--- src/bpwm_pkg.sv ---
package bpwm_pkg;
   // register byte offsets on the wishbone slave
   localparam logic [3:0] BPWM_ADR_CTRL = 4'h0;
   localparam logic [3:0] BPWM_ADR_DELAY = 4'h4;
   localparam logic [3:0] BPWM_ADR_STATUS = 4'h8;
   localparam logic [3:0] BPWM_ADR_PORT = 4'hC;
   // control register fields
   localparam int BPWM_CFG_LSB = 6;
   localparam int BPWM_EN_BIT = 2;
   localparam int BPWM_POL_LSB = 0;
   // status register fields
   localparam int BPWM_ST_FLAG = 0;
   localparam int BPWM_ST_PEND = 1;
   localparam int BPWM_ST_MODE = 4;
   // port register fields
   localparam int BPWM_PORT_LAT = 0;
   localparam int BPWM_PORT_DIR = 4;
   // reset values
   localparam logic [7:0] BPWM_CTRL_RST = 8'h00;
   localparam logic [7:0] BPWM_DELAY_RST = 8'h00;
   localparam logic [3:0] BPWM_LAT_RST = 4'h0;
   localparam logic [3:0] BPWM_DIR_RST = 4'hF;
   // direction-change lead in oscillator periods, per prescale setting
   localparam int BPWM_LEAD_TOSC_P1 = 1;
   localparam int BPWM_LEAD_TOSC_P4 = 4;
   localparam int BPWM_LEAD_TOSC_P16 = 16;
   localparam int BPWM_TOSC_PER_CYC = 4;
   // longest time rounds down, never below one cycle
   function automatic int bpwm_lead_cyc(input int tosc);
      int c;
      c = tosc / BPWM_TOSC_PER_CYC;
      return (c < 1) ? 1 : c;
   endfunction
   localparam int BPWM_LEAD_CYC_P1 = bpwm_lead_cyc(BPWM_LEAD_TOSC_P1);
   localparam int BPWM_LEAD_CYC_P4 = bpwm_lead_cyc(BPWM_LEAD_TOSC_P4);
   localparam int BPWM_LEAD_CYC_P16 = bpwm_lead_cyc(BPWM_LEAD_TOSC_P16);
   // output configurations
   typedef enum logic [1:0] {
      BPWM_SINGLE = 2'b00,
      BPWM_FULL_FWD = 2'b01,
      BPWM_HALF = 2'b10,
      BPWM_FULL_REV = 2'b11
   } bpwm_cfg_t;
endpackage

--- src/bpwm_steer.sv ---
// Functional notes
// - half-bridge: A carries the waveform, B its complement.
// - half-bridge: output goes active only after the programmed delay count cycles.
// - delay longer than the active phase keeps that output inactive all cycle.
// - delay only on inactive-to-active; deactivation is immediate.
// - full-bridge: four outputs, only one steady and one modulated active.
// - forward: A steady active, D modulated, B and C inactive.
// - reverse: C steady active, B modulated, A and D inactive.
// - direction change takes effect from the next PWM cycle.
// - A and C switch early by 1, 4 or 16 oscillator periods by prescale; the code switches them 1, 1 or 4 instruction cycles early.
// - in the transition cycle B and D are held inactive.
// - no deadband delay in full-bridge configuration.
// - output latches correct after one whole PWM cycle from enable.
// - period flag sets at each period end; software waits for it.
// - two-bit polarity field picks active-high or active-low outputs.
// - delay count is eight bits, in instruction cycles.
// - config field: 00 single, 01 full forward, 10 half, 11 full reverse.
// - settings load at period start; delay loads at duty end or period start.
`timescale 1ns/1ps
module bpwm_steer
   import bpwm_pkg::*;
#(
   parameter int CNT_W = 16, // width of the period length counter
   parameter int DLY_W = 8 // width of the delay count
) (
   input wire logic mclk, // instruction clock
   input wire logic nrst, // asynchronous reset, active low
   input wire logic wb_cyc_i, // wishbone cycle
   input wire logic wb_stb_i, // wishbone strobe
   input wire logic wb_we_i, // wishbone write
   input wire logic [3:0] wb_adr_i, // wishbone byte address
   input wire logic [3:0] wb_sel_i, // wishbone byte selects
   input wire logic [31:0] wb_dat_i, // wishbone write data
   output logic [31:0] wb_dat_o, // wishbone read data
   output logic wb_ack_o, // wishbone acknowledge
   input wire logic pwm_in, // duty waveform from the generator
   input wire logic period_start, // pulse as the timebase resets
   input wire logic [1:0] timebase_prescale_select, // timebase prescale setting
   output logic [3:0] pin_o, // pin levels, d c b a
   output logic [3:0] pin_oe // pin drive enables, high drives
);
   // the shadowed settings only fit in one byte lane
   // refused at elaboration, so a bad build never reaches silicon
   if (CNT_W < 4 || DLY_W != 8) begin : g_bad_param
      $error("bpwm_steer: unsupported CNT_W or DLY_W");
   end

   localparam logic [DLY_W-1:0] DLY_MAX = '1;
   localparam logic [CNT_W-1:0] CNT_MAX = '1;
   localparam logic [CNT_W-1:0] CNT_ONE = CNT_W'(1);

   // saturating deadband counter step
   function automatic logic [DLY_W-1:0] db_step(input logic raw, input logic [DLY_W-1:0] c);
      return !raw ? '0 : ((c == DLY_MAX) ? c : c + DLY_W'(1));
   endfunction

   // software-visible state
   logic [7:0] ctrl_q;
   logic [DLY_W-1:0] delay_sw_q;
   logic [3:0] lat_q;
   logic [3:0] dir_q;
   logic flag_q;
   logic ack_q;
   logic [31:0] rdat_q;
   // working copies loaded at cycle boundaries; ac_fwd_q also loads early, at the lead point of a reversal
   bpwm_cfg_t mode_q;
   logic [1:0] pol_q;
   logic en_q;
   logic [DLY_W-1:0] delay_count_q;
   logic ac_fwd_q;
   // timing and output state
   logic pwm_q;
   logic [CNT_W-1:0] cyc_q;
   logic [CNT_W-1:0] len_q;
   logic [DLY_W-1:0] dba_q;
   logic [DLY_W-1:0] dbb_q;
   logic [3:0] out_q;
   logic [3:0] pin_q;
   // polarity that the latched outputs were built with, for the checks
   logic [1:0] pol_out_q;

   // bus decode
   wire bus_req = wb_cyc_i && wb_stb_i && !ack_q;
   wire wr_lane0 = bus_req && wb_we_i && wb_sel_i[0];
   wire wr_ctrl = wr_lane0 && (wb_adr_i == BPWM_ADR_CTRL);
   wire wr_delay = wr_lane0 && (wb_adr_i == BPWM_ADR_DELAY);
   wire wr_status = wr_lane0 && (wb_adr_i == BPWM_ADR_STATUS);
   wire wr_port = wr_lane0 && (wb_adr_i == BPWM_ADR_PORT);

   // shadow fields as software last wrote them
   wire bpwm_cfg_t sh_mode = bpwm_cfg_t'(ctrl_q[BPWM_CFG_LSB +: 2]);
   wire [1:0] sh_pol = ctrl_q[BPWM_POL_LSB +: 2];
   wire sh_en = ctrl_q[BPWM_EN_BIT];

   // full-bridge reversal pending until the next period start
   wire full_now = (mode_q == BPWM_FULL_FWD) || (mode_q == BPWM_FULL_REV);
   wire full_sh = (sh_mode == BPWM_FULL_FWD) || (sh_mode == BPWM_FULL_REV);
   wire chg_pend = en_q && full_now && full_sh && (sh_mode != mode_q);

   // lead of the steady outputs ahead of the period end
   wire [CNT_W-1:0] lead_cyc = (timebase_prescale_select == 2'b00) ? CNT_W'(BPWM_LEAD_CYC_P1) :
                              (timebase_prescale_select == 2'b01) ? CNT_W'(BPWM_LEAD_CYC_P4) :
                              CNT_W'(BPWM_LEAD_CYC_P16);
   // period length learnt from the previous period; the flip lands one edge after the hit,
   // so the hit sits one cycle earlier to give exactly lead cycles of the new direction
   wire lead_hit = chg_pend && (len_q > lead_cyc) && (cyc_q == len_q - lead_cyc - CNT_ONE);

   // duty boundary is the fall of the waveform
   wire duty_end = pwm_q && !pwm_in;
   wire delay_load = duty_end || period_start;

   // half-bridge raw phases and their delayed versions
   wire half_a_raw = pwm_in;
   wire half_b_raw = !pwm_in;
   wire half_a = half_a_raw && (dba_q >= delay_count_q);
   wire half_b = half_b_raw && (dbb_q >= delay_count_q);

   // logical (active-high) output levels for each configuration
   wire is_half = (mode_q == BPWM_HALF);
   wire is_single = (mode_q == BPWM_SINGLE);
   wire log_a = en_q && (is_single ? pwm_in : is_half ? half_a : (full_now && ac_fwd_q));
   wire log_c = en_q && full_now && !ac_fwd_q;
   wire log_b = en_q && (is_half ? half_b :
                         ((mode_q == BPWM_FULL_REV) && pwm_in && !chg_pend));
   wire log_d = en_q && (mode_q == BPWM_FULL_FWD) && pwm_in && !chg_pend;

   // polarity: bit 1 inverts A and C, bit 0 inverts B and D
   wire [3:0] pol_mask = {pol_q[0], pol_q[1], pol_q[0], pol_q[1]};
   wire [3:0] out_d = {log_d, log_c, log_b, log_a} ^ pol_mask;

   // pins show the unit while it runs, the port latch otherwise
   wire [3:0] pin_d = en_q ? out_q : lat_q;

   // read mux, unmapped offsets read as zero
   wire [31:0] rd_mux = (wb_adr_i == BPWM_ADR_CTRL) ? {24'h000000, ctrl_q} :
                        (wb_adr_i == BPWM_ADR_DELAY) ? {24'h000000, delay_sw_q} :
                        (wb_adr_i == BPWM_ADR_STATUS) ?
                           (32'(flag_q) << BPWM_ST_FLAG) | (32'(chg_pend) << BPWM_ST_PEND) |
                           (32'(mode_q) << BPWM_ST_MODE) :
                        (wb_adr_i == BPWM_ADR_PORT) ?
                           (32'(lat_q) << BPWM_PORT_LAT) | (32'(dir_q) << BPWM_PORT_DIR) :
                        32'h00000000;

   // bus slave: one ack per request, data registered with it
   always_ff @(posedge mclk or negedge nrst) begin
      if (!nrst) begin
         ack_q <= 1'b0;
         rdat_q <= 32'h00000000;
      end else begin
         ack_q <= bus_req;
         rdat_q <= bus_req ? rd_mux : 32'h00000000;
      end
   end

   // software registers; lane 0 carries every field
   always_ff @(posedge mclk or negedge nrst) begin
      if (!nrst) begin
         ctrl_q <= BPWM_CTRL_RST;
         delay_sw_q <= BPWM_DELAY_RST;
         lat_q <= BPWM_LAT_RST;
         dir_q <= BPWM_DIR_RST;
      end else begin
         if (wr_ctrl) begin
            ctrl_q <= wb_dat_i[7:0];
         end
         if (wr_delay) begin
            delay_sw_q <= wb_dat_i[DLY_W-1:0];
         end
         if (wr_port) begin
            lat_q <= wb_dat_i[BPWM_PORT_LAT +: 4];
            dir_q <= wb_dat_i[BPWM_PORT_DIR +: 4];
         end
      end
   end

   // period flag: write one to clear, a new period end wins
   always_ff @(posedge mclk or negedge nrst) begin
      if (!nrst) begin
         flag_q <= 1'b0;
      end else if (period_start) begin
         flag_q <= 1'b1;
      end else if (wr_status && wb_dat_i[BPWM_ST_FLAG]) begin
         flag_q <= 1'b0;
      end
   end

   // working settings load at the period boundary to avoid glitches
   always_ff @(posedge mclk or negedge nrst) begin
      if (!nrst) begin
         mode_q <= BPWM_SINGLE;
         pol_q <= 2'b00;
         en_q <= 1'b0;
      end else if (period_start) begin
         mode_q <= sh_mode;
         pol_q <= sh_pol;
         en_q <= sh_en;
      end
   end

   // delay loads at whichever boundary comes first
   always_ff @(posedge mclk or negedge nrst) begin
      if (!nrst) begin
         delay_count_q <= BPWM_DELAY_RST;
      end else if (delay_load) begin
         delay_count_q <= delay_sw_q;
      end
   end

   // steady output direction moves early on a reversal
   always_ff @(posedge mclk or negedge nrst) begin
      if (!nrst) begin
         ac_fwd_q <= 1'b0;
      end else if (period_start) begin
         ac_fwd_q <= (sh_mode == BPWM_FULL_FWD);
      end else if (lead_hit) begin
         ac_fwd_q <= (sh_mode == BPWM_FULL_FWD);
      end
   end

   // cycle counter; length is remembered since the timebase hides it
   always_ff @(posedge mclk or negedge nrst) begin
      if (!nrst) begin
         cyc_q <= '0;
         len_q <= '0;
      end else if (period_start) begin
         cyc_q <= '0;
         len_q <= (cyc_q == CNT_MAX) ? cyc_q : cyc_q + CNT_ONE;
      end else if (cyc_q != CNT_MAX) begin
         cyc_q <= cyc_q + CNT_ONE;
      end
   end

   // deadband counters restart whenever their phase drops
   always_ff @(posedge mclk or negedge nrst) begin
      if (!nrst) begin
         dba_q <= '0;
         dbb_q <= '0;
         pwm_q <= 1'b0;
      end else begin
         dba_q <= db_step(half_a_raw, dba_q);
         dbb_q <= db_step(half_b_raw, dbb_q);
         pwm_q <= pwm_in;
      end
   end

   // output latches and pin drivers from flip-flops
   always_ff @(posedge mclk or negedge nrst) begin
      if (!nrst) begin
         out_q <= 4'h0;
         pin_q <= 4'h0;
         pol_out_q <= 2'b00;
      end else begin
         out_q <= out_d;
         pin_q <= pin_d;
         pol_out_q <= pol_q;
      end
   end

   assign wb_ack_o = ack_q;
   assign wb_dat_o = rdat_q;
   assign pin_o = pin_q;
   // a pin drives only once software clears its direction bit
   assign pin_oe = ~dir_q;

   // active levels use the polarity the latch was built with, not the one loaded since
   wire [3:0] act = out_q ^ {pol_out_q[0], pol_out_q[1], pol_out_q[0], pol_out_q[1]};
endmodule

--- config.mk ---
export PLATFORM = sky130hd
export DESIGN_NAME = bpwm_steer
export DESIGN_NICKNAME = d
export VERILOG_FILES = /design/src/bpwm_pkg.sv /design/src/bpwm_steer.sv
export SDC_FILE = /design/constraint.sdc
export NUM_CORES = 1
export LEC_CHECK = 0
export ABC_AREA = 1
export BUFFER_PORTS_ARGS = -buffer_cell sky130_fd_sc_hd__buf_2
export CORE_ASPECT_RATIO = 1.5
export CORE_UTILIZATION = 50
export CTS_BUF_LIST = sky130_fd_sc_hd__clkbuf_4
export DETAILED_ROUTE_END_ITERATION = 7
export MAX_ROUTING_LAYER = met4
export PLACE_DENSITY_LB_ADDON = 0.3
export SYNTH_ARGS = -nofsm -noshare
export SYNTH_HDL_FRONTEND = slang
export SYNTH_SLANG_ARGS = --single-unit
export TNS_END_PERCENT = 10
--- constraint.sdc ---
create_clock -name mclk -period 2.1 [get_ports mclk]
set_input_delay 0.21 -clock mclk [delete_from_list [all_inputs] [get_ports mclk]]
set_output_delay 0.21 -clock mclk [all_outputs]
set_load 0.05 [all_outputs]
==> parameters.txt, run 1 <==
Parameter                              Value

Place
  IO buf count ... 37
  Setup slack at placement ... 38.34 ps
  Routability Congestion ... 0.9440
  Sum of net half-perimeters after detailed placement ... 10.15 mm

Worst setup path
  Worst Path Class, Setup ... flop to flop
  Register-to-Register Setup Slack ... 130 ps
  Crit path required time ... 2500 ps
  CP endpoint kind ... flop
  Data arrival time at the worst-slack endpoint ... 2360 ps
  Critical path startpoint category ... flop
  Crit path max fanout ... 3

Floorplanning
  Placeable core area ... 11530 um^2
  Die outline height ... 135.5 um
  Full die area ... 12330 um^2
  Site row count ... 48
  Number of ports placed on the die boundary ... 90
  Starting density of the core ... 51.52%
  Die outline width ... 91 um

Route
  Number of detailed-routing iterations run before antenna repair ... 5
  Average vias per placed instance ... 5.260
  Routed WL per cell ... 14.24 um
  Residual DRC count ... 0
  Total wirelength of the detailed-routed design ... 13.53 mm
  Initial DRC count ... 270
  Vias ... roughly 5000
  ANT nets after route ... 0

GRT
  Largest net degree at the start of global routing ... 65
  Overall track demand over capacity in global routing ... 24.21%
  Initial antenna violation count ... 1
  First-pass GRT wire length ... around 23 mm
  Overflow left after global routing ... 0
  Via count of the first global-routing pass ... 5017

Timing
  Max Clock Skew ... about 9.7 ps
  Post-route setup slack ... 133.1 ps
  Portion of the clock cycle consumed by the worst path in the final layout ... 93.66%
  F_max ... 508.4 MHz
  Post-layout min period ... around 2000 ps
  Final count of pins violating max slew ... 0
  Setup-failing EPs final ... 0
  Final Hold Violating Endpoints ... 0
  Final hold slack ... 25.96 ps

Final layout
  Most common library cell in the layout ignoring fill and taps ... sky130_fd_sc_hd__nand2_1
  Highest-count cells in the layout ignoring fill and taps ... sky130_fd_sc_hd__nand2_1, sky130_fd_sc_hd__dfrtp_1, sky130_fd_sc_hd__inv_1
  Layout overhead on the synthesized area ... 10.99%
  Net count, final ... around 870
  Share of final-layout standard cells stronger than drive strength 1 ... 15.39%
  Layout fillers ... 1083
  Final standard cell utilization of the core ... ~57%

Synth
  Post-Synthesis Cell Area ... around 5900 um^2
  Number of flops mapped to enable cells by yosys ... 0
  Fraction of the yosys area taken by sequential cells ... approximately 44%
  Average cell area after synthesis ... between 8 and 9 um^2
  Proportion of synthesized flip-flops having asynchronous set or reset ... 100.0%
  Cell type with the largest total area after synthesis ... sky130_fd_sc_hd__dfrtp_1
  Top area cells in the synthesized netlist ... sky130_fd_sc_hd__dfrtp_1, sky130_fd_sc_hd__nand2_1, sky130_fd_sc_hd__inv_1
  Unique masters post-synth ... 42
  Fraction of post-synthesis cell area in the top cell type by area ... a little over two fifths
  #FFs+latches synth ... ~110
  Post-Syn Instances ... roughly 740
  Top flip-flop cell by instance count after synthesis ... sky130_fd_sc_hd__dfrtp_1
  Yosys warning total ... 0

Clock tree
  Clock latency at the later pin of the worst-skew pair ... 480 ps
  Max Buffers Root-to-Sink ... 2
  Total clock sinks ... 105
  Clock slew at the register clock pins of the worst setup and hold paths ... ~180 ps
  Clock root cell ... sky130_fd_sc_hd__clkbuf_4
  CTS Buf Count ... 9
  Clock tree from TritonCTS ... built
  H-tree levels ... 3

Pwr
  PnR Total Power ... ~4.1 mW
  Power density over cell area ... 628.9 nW/um^2
  Lkg Pwr ... around 3.2 nW
  Max VDD drop ... between 0.5 and 0.6 mV

Min path
  Class of the tightest hold or removal check ... input port to flop

Run
  Count of max-cap constraint violations ... 0

Run status
  Run status ... completed
cells in the mapped netlist (14+ instances only):
| cell | count |
|---|---|
| sky130_fd_sc_hd__a21oi_1 | 26 |
| sky130_fd_sc_hd__a31oi_1 | 14 |
| sky130_fd_sc_hd__buf_4 | 24 |
| sky130_fd_sc_hd__dfrtp_1 | 101 |
| sky130_fd_sc_hd__ha_1 | 23 |
| sky130_fd_sc_hd__inv_1 | 88 |
| sky130_fd_sc_hd__nand2_1 | 168 |
| sky130_fd_sc_hd__nand3_1 | 35 |
| sky130_fd_sc_hd__nor2_1 | 71 |
| sky130_fd_sc_hd__nor3_1 | 15 |
| sky130_fd_sc_hd__o21ai_0 | 53 |
| sky130_fd_sc_hd__xor2_1 | 23 |
report_power, final:
part / internal (mW) / total, mW / switching, mW
sequential: 2.13 / 2.23 / 0.0976
combinational: 0.284 / 0.878 / 0.594
clock: 0.282 / 1.04 / 0.757
total: 2.70 / 4.15 / 1.45
worst paths after layout:
check / from / endpoint / cells after the start
setup / recovery: len_q[0]$_DFFE_PN0P_ / ac_fwd_q$_DFFE_PN0P_ / 14
hold reg to reg: out_q[1]$_DFF_PN0_ / pin_o[1]$_DFF_PN0_ / 2
hold / removal: wb_cyc_i / wb_ack_o$_DFF_PN0_ / 3
min in group asynchronous: nrst / wb_dat_o[4]$_DFF_PN0_ / 2
max in group asynchronous: nrst / len_q[9]$_DFFE_PN0P_ / 3
setup reg to reg: len_q[0]$_DFFE_PN0P_ / ac_fwd_q$_DFFE_PN0P_ / 14
through the flow:
| step | cells | setup TNS (ps) | cell area, um^2 |
|---|---|---|---|
| CTS | 944 | 0 | 6441 |
| floorplan | 764 | 0 | 6027 |
| detailed placement | 919 | 0 | 6212 |
| global route | 950 | -28.13 | 6594 |
| global placement | 919 | 0 | 6212 |
| finish | 950 | 0 | 6594 |
layout make-up:
cell class	count	area, um^2	share of cell area [%]
multi-input cells	525	2893	43.87
flip-flops and latches	105	2633	39.92
repair buffers	58	380.4	5.769
inverters	95	359.1	5.446
well taps	150	187.7	2.846
clock inverters	7	71.32	1.082
clock buffers	9	67.56	1.025
diodes	1	2.502	0.03795
cell families (layout without fill, tap and decap cells):
group / after synthesis / count (layout) / share of synthesized area (%)
flops: 105 / 105 / 44.31
mux: 1 / 1 / 0.1895
simple gates: 326 / 326 / 24.35
buf+inv: 134 / 169 / 10.30
other cells: 1 / 25 / 0.06312
fa+ha+maj: 23 / 23 / 4.844
xor+xnor: 33 / 33 / 4.865
compound gates: 118 / 118 / 11.08
state kept, by name, indices dropped and copies added, names as in the netlist:
| name | count |
|---|---|
| ac_fwd_q | 1 |
| ctrl_q | 8 |
| cyc_q | 16 |
| dba_q | 8 |
| dbb_q | 8 |
| delay_count_q | 8 |
| delay_sw_q | 8 |
| dir_q | 4 |
| en_q | 1 |
| flag_q | 1 |
| lat_q | 4 |
| len_q | 16 |
| mode_q | 2 |
| out_q | 4 |
| pin_o | 4 |
| pol_q | 2 |
| pwm_q | 1 |
| wb_ack_o | 1 |
| wb_dat_o | 8 |
timing repair:
item | in CTS | in global routing
hold buffers | 9 | 0
buffers inserted | 0 | 5
gates resized for setup | 0 | 28
setup endpoints to repair | 0 | 2
hold endpoints to repair | 117 | 0
worst max-delay path, cell delays in order (launching register included):
cell and delay (ps):
sky130_fd_sc_hd__dfrtp_1 450, sky130_fd_sc_hd__ha_4 190, sky130_fd_sc_hd__buf_4 140, sky130_fd_sc_hd__nor2_1 150
sky130_fd_sc_hd__nor2_2 70, sky130_fd_sc_hd__nor2_2 200, sky130_fd_sc_hd__nand2_1 80, sky130_fd_sc_hd__nand2_1 60
sky130_fd_sc_hd__nand2_1 40, sky130_fd_sc_hd__inv_1 40, sky130_fd_sc_hd__nand2_1 50, sky130_fd_sc_hd__nor2_1 100
sky130_fd_sc_hd__nand4_1 140, sky130_fd_sc_hd__nand3_1 120, sky130_fd_sc_hd__nand2_1 50
layer usage:
layer,wire length (um),GRT usage [%],up-vias
met1,5348,26.44,2384
met4,536,12.43,0
met5,0,-,-
met2,7270,43.77,116
li1,-,-,2453
met3,372,2.245,44
Power figures use the tool's default switching activity.
==> run 2, diff against run 1 <==
CTS_BUF_LIST = sky130_fd_sc_hd__clkbuf_4 sky130_fd_sc_hd__clkbuf_8   (was sky130_fd_sc_hd__clkbuf_4)
==> run 2 against run 1 <==
Compared with the run above: global-route usage decreased by 0.12 points; clock skew decreased by 0.86 ps; first-iteration DRC count decreased by 18%; register-to-register slack about the same; sequential power about the same; non-clock buffer count decreased by 10; critical path type unchanged; critical endpoint unchanged; largest power group unchanged; highest routed layer unchanged.
==> parameters.txt, run 2 (same netlist as run 1, synthesis figures left out) <==
Parameter                              Value

Run status
  Run status ... completed

Clock tree
  Clock root cell ... sky130_fd_sc_hd__clkbuf_8
  Clock slew at the register clock pins of the worst setup and hold paths ... 110 ps
  Total clock sinks ... 105
  H-tree levels ... 3
  Clock tree from TritonCTS ... built
  Max Buffers Root-to-Sink ... 2
  CTS Buf Count ... 9
  Clock latency at the later pin of the worst-skew pair ... 390 ps

Pwr
  Power density over cell area ... 661.8 nW/um^2
  Switching Fraction ... 33.79%
  Internal power ... 2.869 mW
  Net switching component of the power ... 1.464 mW
  Clock share of power ... 28.8%
  Lkg Pwr ... approximately 3.2 nW
  Combinational group share of total power ... about a fifth
  Max VDD drop ... 0.5100 mV
  Reg power frac ... 51.5%

Final layout
  Final standard cell utilization of the core ... between 50% and 60%
  Highest-count cells in the layout ignoring fill and taps ... sky130_fd_sc_hd__nand2_1, sky130_fd_sc_hd__dfrtp_1, sky130_fd_sc_hd__inv_1
  Most common library cell in the layout ignoring fill and taps ... sky130_fd_sc_hd__nand2_1
  Layout fillers ... 1084
  Post-Layout Inst Area ... 6548 um^2
  Share of final-layout standard cells stronger than drive strength 1 ... 15.34%
  Layout overhead on the synthesized area ... 10.21%
  Non-filler cells in the finished layout ... 939
  Count of antenna diodes in the layout ... 0
  Registers with the highest flip-flop counts ... cyc_q: 16 flops, len_q: 16 flops
  Net count, final ... 856
  Seq. cell area ... 2633 um^2
  Area of combinational cells with multiple inputs ... 2888 um^2

Timing
  Transition at the pin with the smallest max-transition slack ... 503.2 ps
  Post-layout min period ... 1966 ps
  Final count of pins violating max slew ... 0
  Headroom to the max-slew limit ... 66.37%
  Final Hold Violating Endpoints ... 0
  Max Clock Skew ... 8.801 ps
  Setup-failing EPs final ... 0
  Portion of the clock cycle consumed by the worst path in the final layout ... 93.64%
  F_max ... 508.5 MHz
  Setup Total Neg Slack ... 0 ps

Worst setup path
  Slowest CP cell ... sky130_fd_sc_hd__dfrtp_1
  Worst path cell trace ... ha_4, buf_4, nor2_1, nor2_2, nor2_2, nand2_1, nand2_1, nand2_1, inv_1, nand2_1, nor2_1, nand4_1, nand3_1, nand2_1
  Critical path startpoint category ... flop
  Cell repeated most along the worst path ... sky130_fd_sc_hd__nand2_1
  Worst stage delay on the critical path ... 430 ps
  Crit path required time ... around 2400 ps
  Count of buffer and inverter cells on the critical path ... 2
  FF-to-FF path depth ... 14
  Number of gates on the worst path with buffers counted ... 14
  Data arrival time at the worst-slack endpoint ... around 2300 ps
  Gate family responsible for the most delay along the worst path ... simple AND/OR/NAND/NOR gates
  Critical R2R Launch ... len_q[0]$_DFFE_PN0P_
  Worst Path Class, Setup ... flop to flop
  CP endpoint kind ... flop
  Crit path max fanout ... 3
  Start point of the critical path ... len_q[0]$_DFFE_PN0P_

GRT
  First-pass GRT wire length ... between 20 and 25 mm
  Via count of the first global-routing pass ... roughly 5000
  Overall track demand over capacity in global routing ... 24.09%
  Largest net degree at the start of global routing ... 65
  Initial antenna violation count ... 0
  Overflow left after global routing ... 0

Run
  Count of max-cap constraint violations ... 0

Floorplanning
  Placeable core area ... around 12000 um^2
  Die outline width ... 91 um
  Full die area ... 12330 um^2
  Die outline height ... ~140 um
  Starting density of the core ... about half
  Site row count ... 48
  Number of ports placed on the die boundary ... 90

Route
  Met1 WL ... 5.407 mm
  Top layer in use ... met4
  Met2 routed WL ... between 7 and 8 mm
  Initial DRC count ... 221
  Vias ... 4936
  Total wirelength of the detailed-routed design ... 13.36 mm
  Met3 Routed Length ... 332 um
  ANT nets after route ... 0
  Average vias per placed instance ... 5.257
  Residual DRC count ... 0
  Routed WL per cell ... 14.22 um
  Number of detailed-routing iterations run before antenna repair ... 5

Min path
  Cell depth of the worst hold path ... 3
  Class of the tightest hold or removal check ... input port to flop
  Hold Crit Start ... wb_dat_i[4]

Place
  Routability Congestion ... 0.9440
  IO buf count ... 37
  Post-Place Cells ... slightly above 900
  Sum of net half-perimeters after detailed placement ... a little over 10 mm
  Instance area at placement ... 6212 um^2
run 2: through the flow:
stage                     setup slack [ps]  power, mW  hold WS (ps)
after global placement               73.72      3.031         58.00
after global routing                -14.13      4.562         88.23
after detailed placement             38.34      3.055         60.52
after CTS                            8.534      4.292         65.99
after floorplan                      344.9      2.856        -85.59
final                                133.6      4.333         75.34
run 2: worst paths after layout:
path	endpoint	slack [ps]
min	dir_q[0]$_DFFE_PN1P_	80
min reg2reg	pin_o[1]$_DFF_PN0_	480
max reg2reg	ac_fwd_q$_DFFE_PN0P_	130
min in group asynchronous	wb_dat_o[4]$_DFF_PN0_	180
max	ac_fwd_q$_DFFE_PN0P_	130
max in group asynchronous	len_q[9]$_DFFE_PN0P_	1300
run 2: area by class of cell:
| type | count | area share, % |
|---|---|---|
| multi-input combinational | 525 | 44.10 |
| timing repair buffer | 48 | 4.357 |
| sequential | 105 | 40.21 |
| clock buffer | 9 | 1.892 |
| inverter | 95 | 5.484 |
| tap | 150 | 2.866 |
| clock inverter | 7 | 1.089 |
run 2: routing by layer:
metal / vias up / GRT usage (%)
met5: - / -
met1: 2360 / 26.26
met3: 36 / 2.301
met4: 0 / 12.87
li1: 2438 / -
met2: 102 / 43.31
run 2: repair_timing:
item | 4_1_cts | 5_1_grt
hold endpoints to repair | 101 | 0
buffers inserted | 0 | 3
gates resized for setup | 0 | 27
hold buffers | 1 | 0
endpoints found under the setup margin | 0 | 1
run 2: power groups by stage:
stage          sequential, mW  clock (mW)  combinational, mW
2_1_floorplan            2.27           0              0.586
3_3_place_gp             2.26           0              0.768
3_5_place_dp             2.27           0              0.789
4_1_cts                  2.23        1.27              0.793
5_1_grt                  2.25        1.35              0.967
6_report                 2.23        1.25              0.856
run 2: worst min-delay path, delay by kind of cell:
kind                   cells  cell delay, ps
buffers and inverters      2             150
AOI/OAI and AO/OA          1              90
==> run 3, diff against run 2 <==
clock period = 2.4 ns   (was 2.1 ns; I/O delays follow)
==> run 3 against run 2 <==
Compared with the run above: flip-flop and latch count did not move; register-to-register slack improved by 140 ps; final cell count fell by 0.53%; first-iteration DRC count fell by 3.6%; fmax fell by 7.5%; combinational power fell by 19%; critical path type unchanged; largest cell class unchanged.
==> parameters.txt, run 3 (same netlist as run 1, synthesis figures left out) <==
Parameter                              Value

Clock tree
  Max Buffers Root-to-Sink ... 2
  CTS Buf Count ... 9
  Total clock sinks ... 105
  Clock slew at the register clock pins of the worst setup and hold paths ... around 100 ps
  Clock tree from TritonCTS ... built
  Clock latency at the later pin of the worst-skew pair ... 380 ps
  H-tree levels ... 3
  Clock root cell ... sky130_fd_sc_hd__clkbuf_8

GRT
  Initial antenna violation count ... 0
  Via count of the first global-routing pass ... 4809
  Largest net degree at the start of global routing ... 58
  Overall track demand over capacity in global routing ... 23.63%
  First-pass GRT wire length ... ~22 mm
  Overflow left after global routing ... 0

Worst setup path
  CP endpoint kind ... flop
  Gate family responsible for the most delay along the worst path ... simple AND/OR/NAND/NOR gates
  Worst path cell trace ... ha_1, inv_1, ha_1, inv_1, nand2_1, nand3_1, nor2_1, nand2_1, nand2_1, nand3_1, nor2_1, nand4_1, nand3_1, nand2_1
  Cell repeated most along the worst path ... sky130_fd_sc_hd__nand2_1
  Count of buffer and inverter cells on the critical path ... 2
  Worst stage delay on the critical path ... between 400 and 500 ps
  Slowest CP cell ... sky130_fd_sc_hd__dfrtp_1
  Worst Path Class, Setup ... flop to flop
  Crit path required time ... 2670 ps
  Data arrival time at the worst-slack endpoint ... ~2400 ps
  Crit path max fanout ... 4
  Critical path startpoint category ... flop

Route
  Routed WL per cell ... 14.02 um
  Initial DRC count ... 213
  Residual DRC count ... 0
  Met1 WL ... approximately 5.2 mm
  Average vias per placed instance ... 5.191
  ANT nets after route ... 0
  Met2 routed WL ... 7.030 mm
  Top layer in use ... met4
  Total wirelength of the detailed-routed design ... 13.09 mm
  Number of detailed-routing iterations run before antenna repair ... 5
  Met3 Routed Length ... roughly 420 um
  Vias ... ~4800

Timing
  Final count of pins violating max slew ... 0
  Max Clock Skew ... about 9.2 ps
  Setup-failing EPs final ... 0
  Setup Total Neg Slack ... 0 ps
  Final Hold Violating Endpoints ... 0
  Post-layout min period ... 2125 ps
  Unrepaired setup endpoints after global routing ... false
  Post-route setup slack ... 274.6 ps
  Portion of the clock cycle consumed by the worst path in the final layout ... 88.56%
  F_max ... about 470 MHz

Final layout
  Net count, final ... 851
  Highest-count cells in the layout ignoring fill and taps ... sky130_fd_sc_hd__nand2_1, sky130_fd_sc_hd__dfrtp_1, sky130_fd_sc_hd__inv_1
  Share of final-layout standard cells stronger than drive strength 1 ... 12.50%
  Seq. cell area ... 2633 um^2
  Registers with the highest flip-flop counts ... cyc_q: 16 flops, len_q: 16 flops
  Non-filler cells in the finished layout ... 934
  Count of antenna diodes in the layout ... 0
  Layout overhead on the synthesized area ... 7.477%
  Final standard cell utilization of the core ... 55.37%
  Area of combinational cells with multiple inputs ... ~2800 um^2
  Most common library cell in the layout ignoring fill and taps ... sky130_fd_sc_hd__nand2_1
  Layout fillers ... around 1100

Pwr
  Net switching component of the power ... 1.183 mW
  Max VDD drop ... 0.4754 mV
  Switching Fraction ... between 30% and 40%
  Reg power frac ... 53.5%
  Internal power ... 2.460 mW
  Power density over cell area ... around 570 nW/um^2
  Combinational group share of total power ... 19.0%
  Clock share of power ... 27.5%
  PnR Total Power ... 3.643 mW
  Lkg Pwr ... 3.126 nW

Min path
  Class of the tightest hold or removal check ... input port to flop

Floorplanning
  Die outline height ... 135.5 um
  Number of ports placed on the die boundary ... 90
  Die outline width ... 91 um
  Placeable core area ... 11530 um^2
  Site row count ... 48
  Full die area ... 12330 um^2
  Starting density of the core ... 51.52%

Run
  Count of max-cap constraint violations ... 0

Place
  Setup slack at placement ... 285.5 ps
  Sum of net half-perimeters after detailed placement ... approximately 10 mm
  IO buf count ... 37
  Post-Place Cells ... 917
  Routability Congestion ... roughly 0.95

Run status
  Run status ... completed
==> run 3: changes by cell type in the layout (fill, tap and decap cells not counted), sizes merged <==
cell,previous run,this run
inv,100,96
buf,47,42
clkinvlp,0,1
clkinv,2,4
clkbuf,9,10
==> run 3: worst reg2reg max path: stages (launching register included) <==
cell and delay, ps:
sky130_fd_sc_hd__dfrtp_1 410, sky130_fd_sc_hd__ha_1 230, sky130_fd_sc_hd__inv_1 70, sky130_fd_sc_hd__ha_1 160, sky130_fd_sc_hd__inv_1 50, sky130_fd_sc_hd__nand2_1 120, sky130_fd_sc_hd__nand3_1 160, sky130_fd_sc_hd__nor2_1 140
sky130_fd_sc_hd__nand2_1 60, sky130_fd_sc_hd__nand2_1 70, sky130_fd_sc_hd__nand3_1 60, sky130_fd_sc_hd__nor2_1 130, sky130_fd_sc_hd__nand4_1 180, sky130_fd_sc_hd__nand3_1 120, sky130_fd_sc_hd__nand2_1 60
==> run 3: metal layers <==
metal,up-vias,track usage (%)
met2,105,42.97
met3,36,2.301
li1,2435,-
met4,0,12.17
met5,-,-
met1,2272,25.48
==> run 3: through the flow <==
step                instance area, um^2  hold slack (ps)
finish                             6385            104.9
global route                       6385            137.2
CTS                                6382            97.03
detailed placement                 6197            178.7
global placement                   6197            168.8
floorplan                          6027           -55.59
==> run 3: power groups by stage <==
stage	Clock [mW]	Combinational [mW]	Sequential, mW
final	1.00	0.691	1.95
after global placement	0	0.668	1.98
after global routing	1.10	0.785	1.96
after floorplan	0	0.513	1.99
after CTS	1.03	0.692	1.95
after detailed placement	0	0.688	1.98
==> run 3: final timing paths <==
kind | end | cells after the start | start | slack [ps]
max in group asynchronous | dir_q[3]$_DFFE_PN1P_ | 3 | nrst | 1430
max reg2reg | ac_fwd_q$_DFFE_PN0P_ | 14 | len_q[0]$_DFFE_PN0P_ | 270
min | dir_q[0]$_DFFE_PN1P_ | 3 | wb_dat_i[4] | 100
min in group asynchronous | wb_dat_o[3]$_DFF_PN0_ | 2 | nrst | 310
max | ac_fwd_q$_DFFE_PN0P_ | 14 | len_q[0]$_DFFE_PN0P_ | 270
min reg2reg | pin_o[1]$_DFF_PN0_ | 2 | out_q[1]$_DFF_PN0_ | 470
==> run 3: cell type report <==
class,instances,area share (%)
tap,150,2.939
clock buffer,10,2.058
timing repair buffer,43,3.880
multi-input combinational,525,43.62
sequential,105,41.23
inverter,95,5.585
clock inverter,6,0.6859
==> run 3: what timing repair did <==
item | CTS | global route
hold endpoints to repair | 25 | 0
setup endpoints to repair | 0 | 1
hold buffers | 1 | 0
gates resized for setup | 0 | 1
buffers inserted | 0 | 0
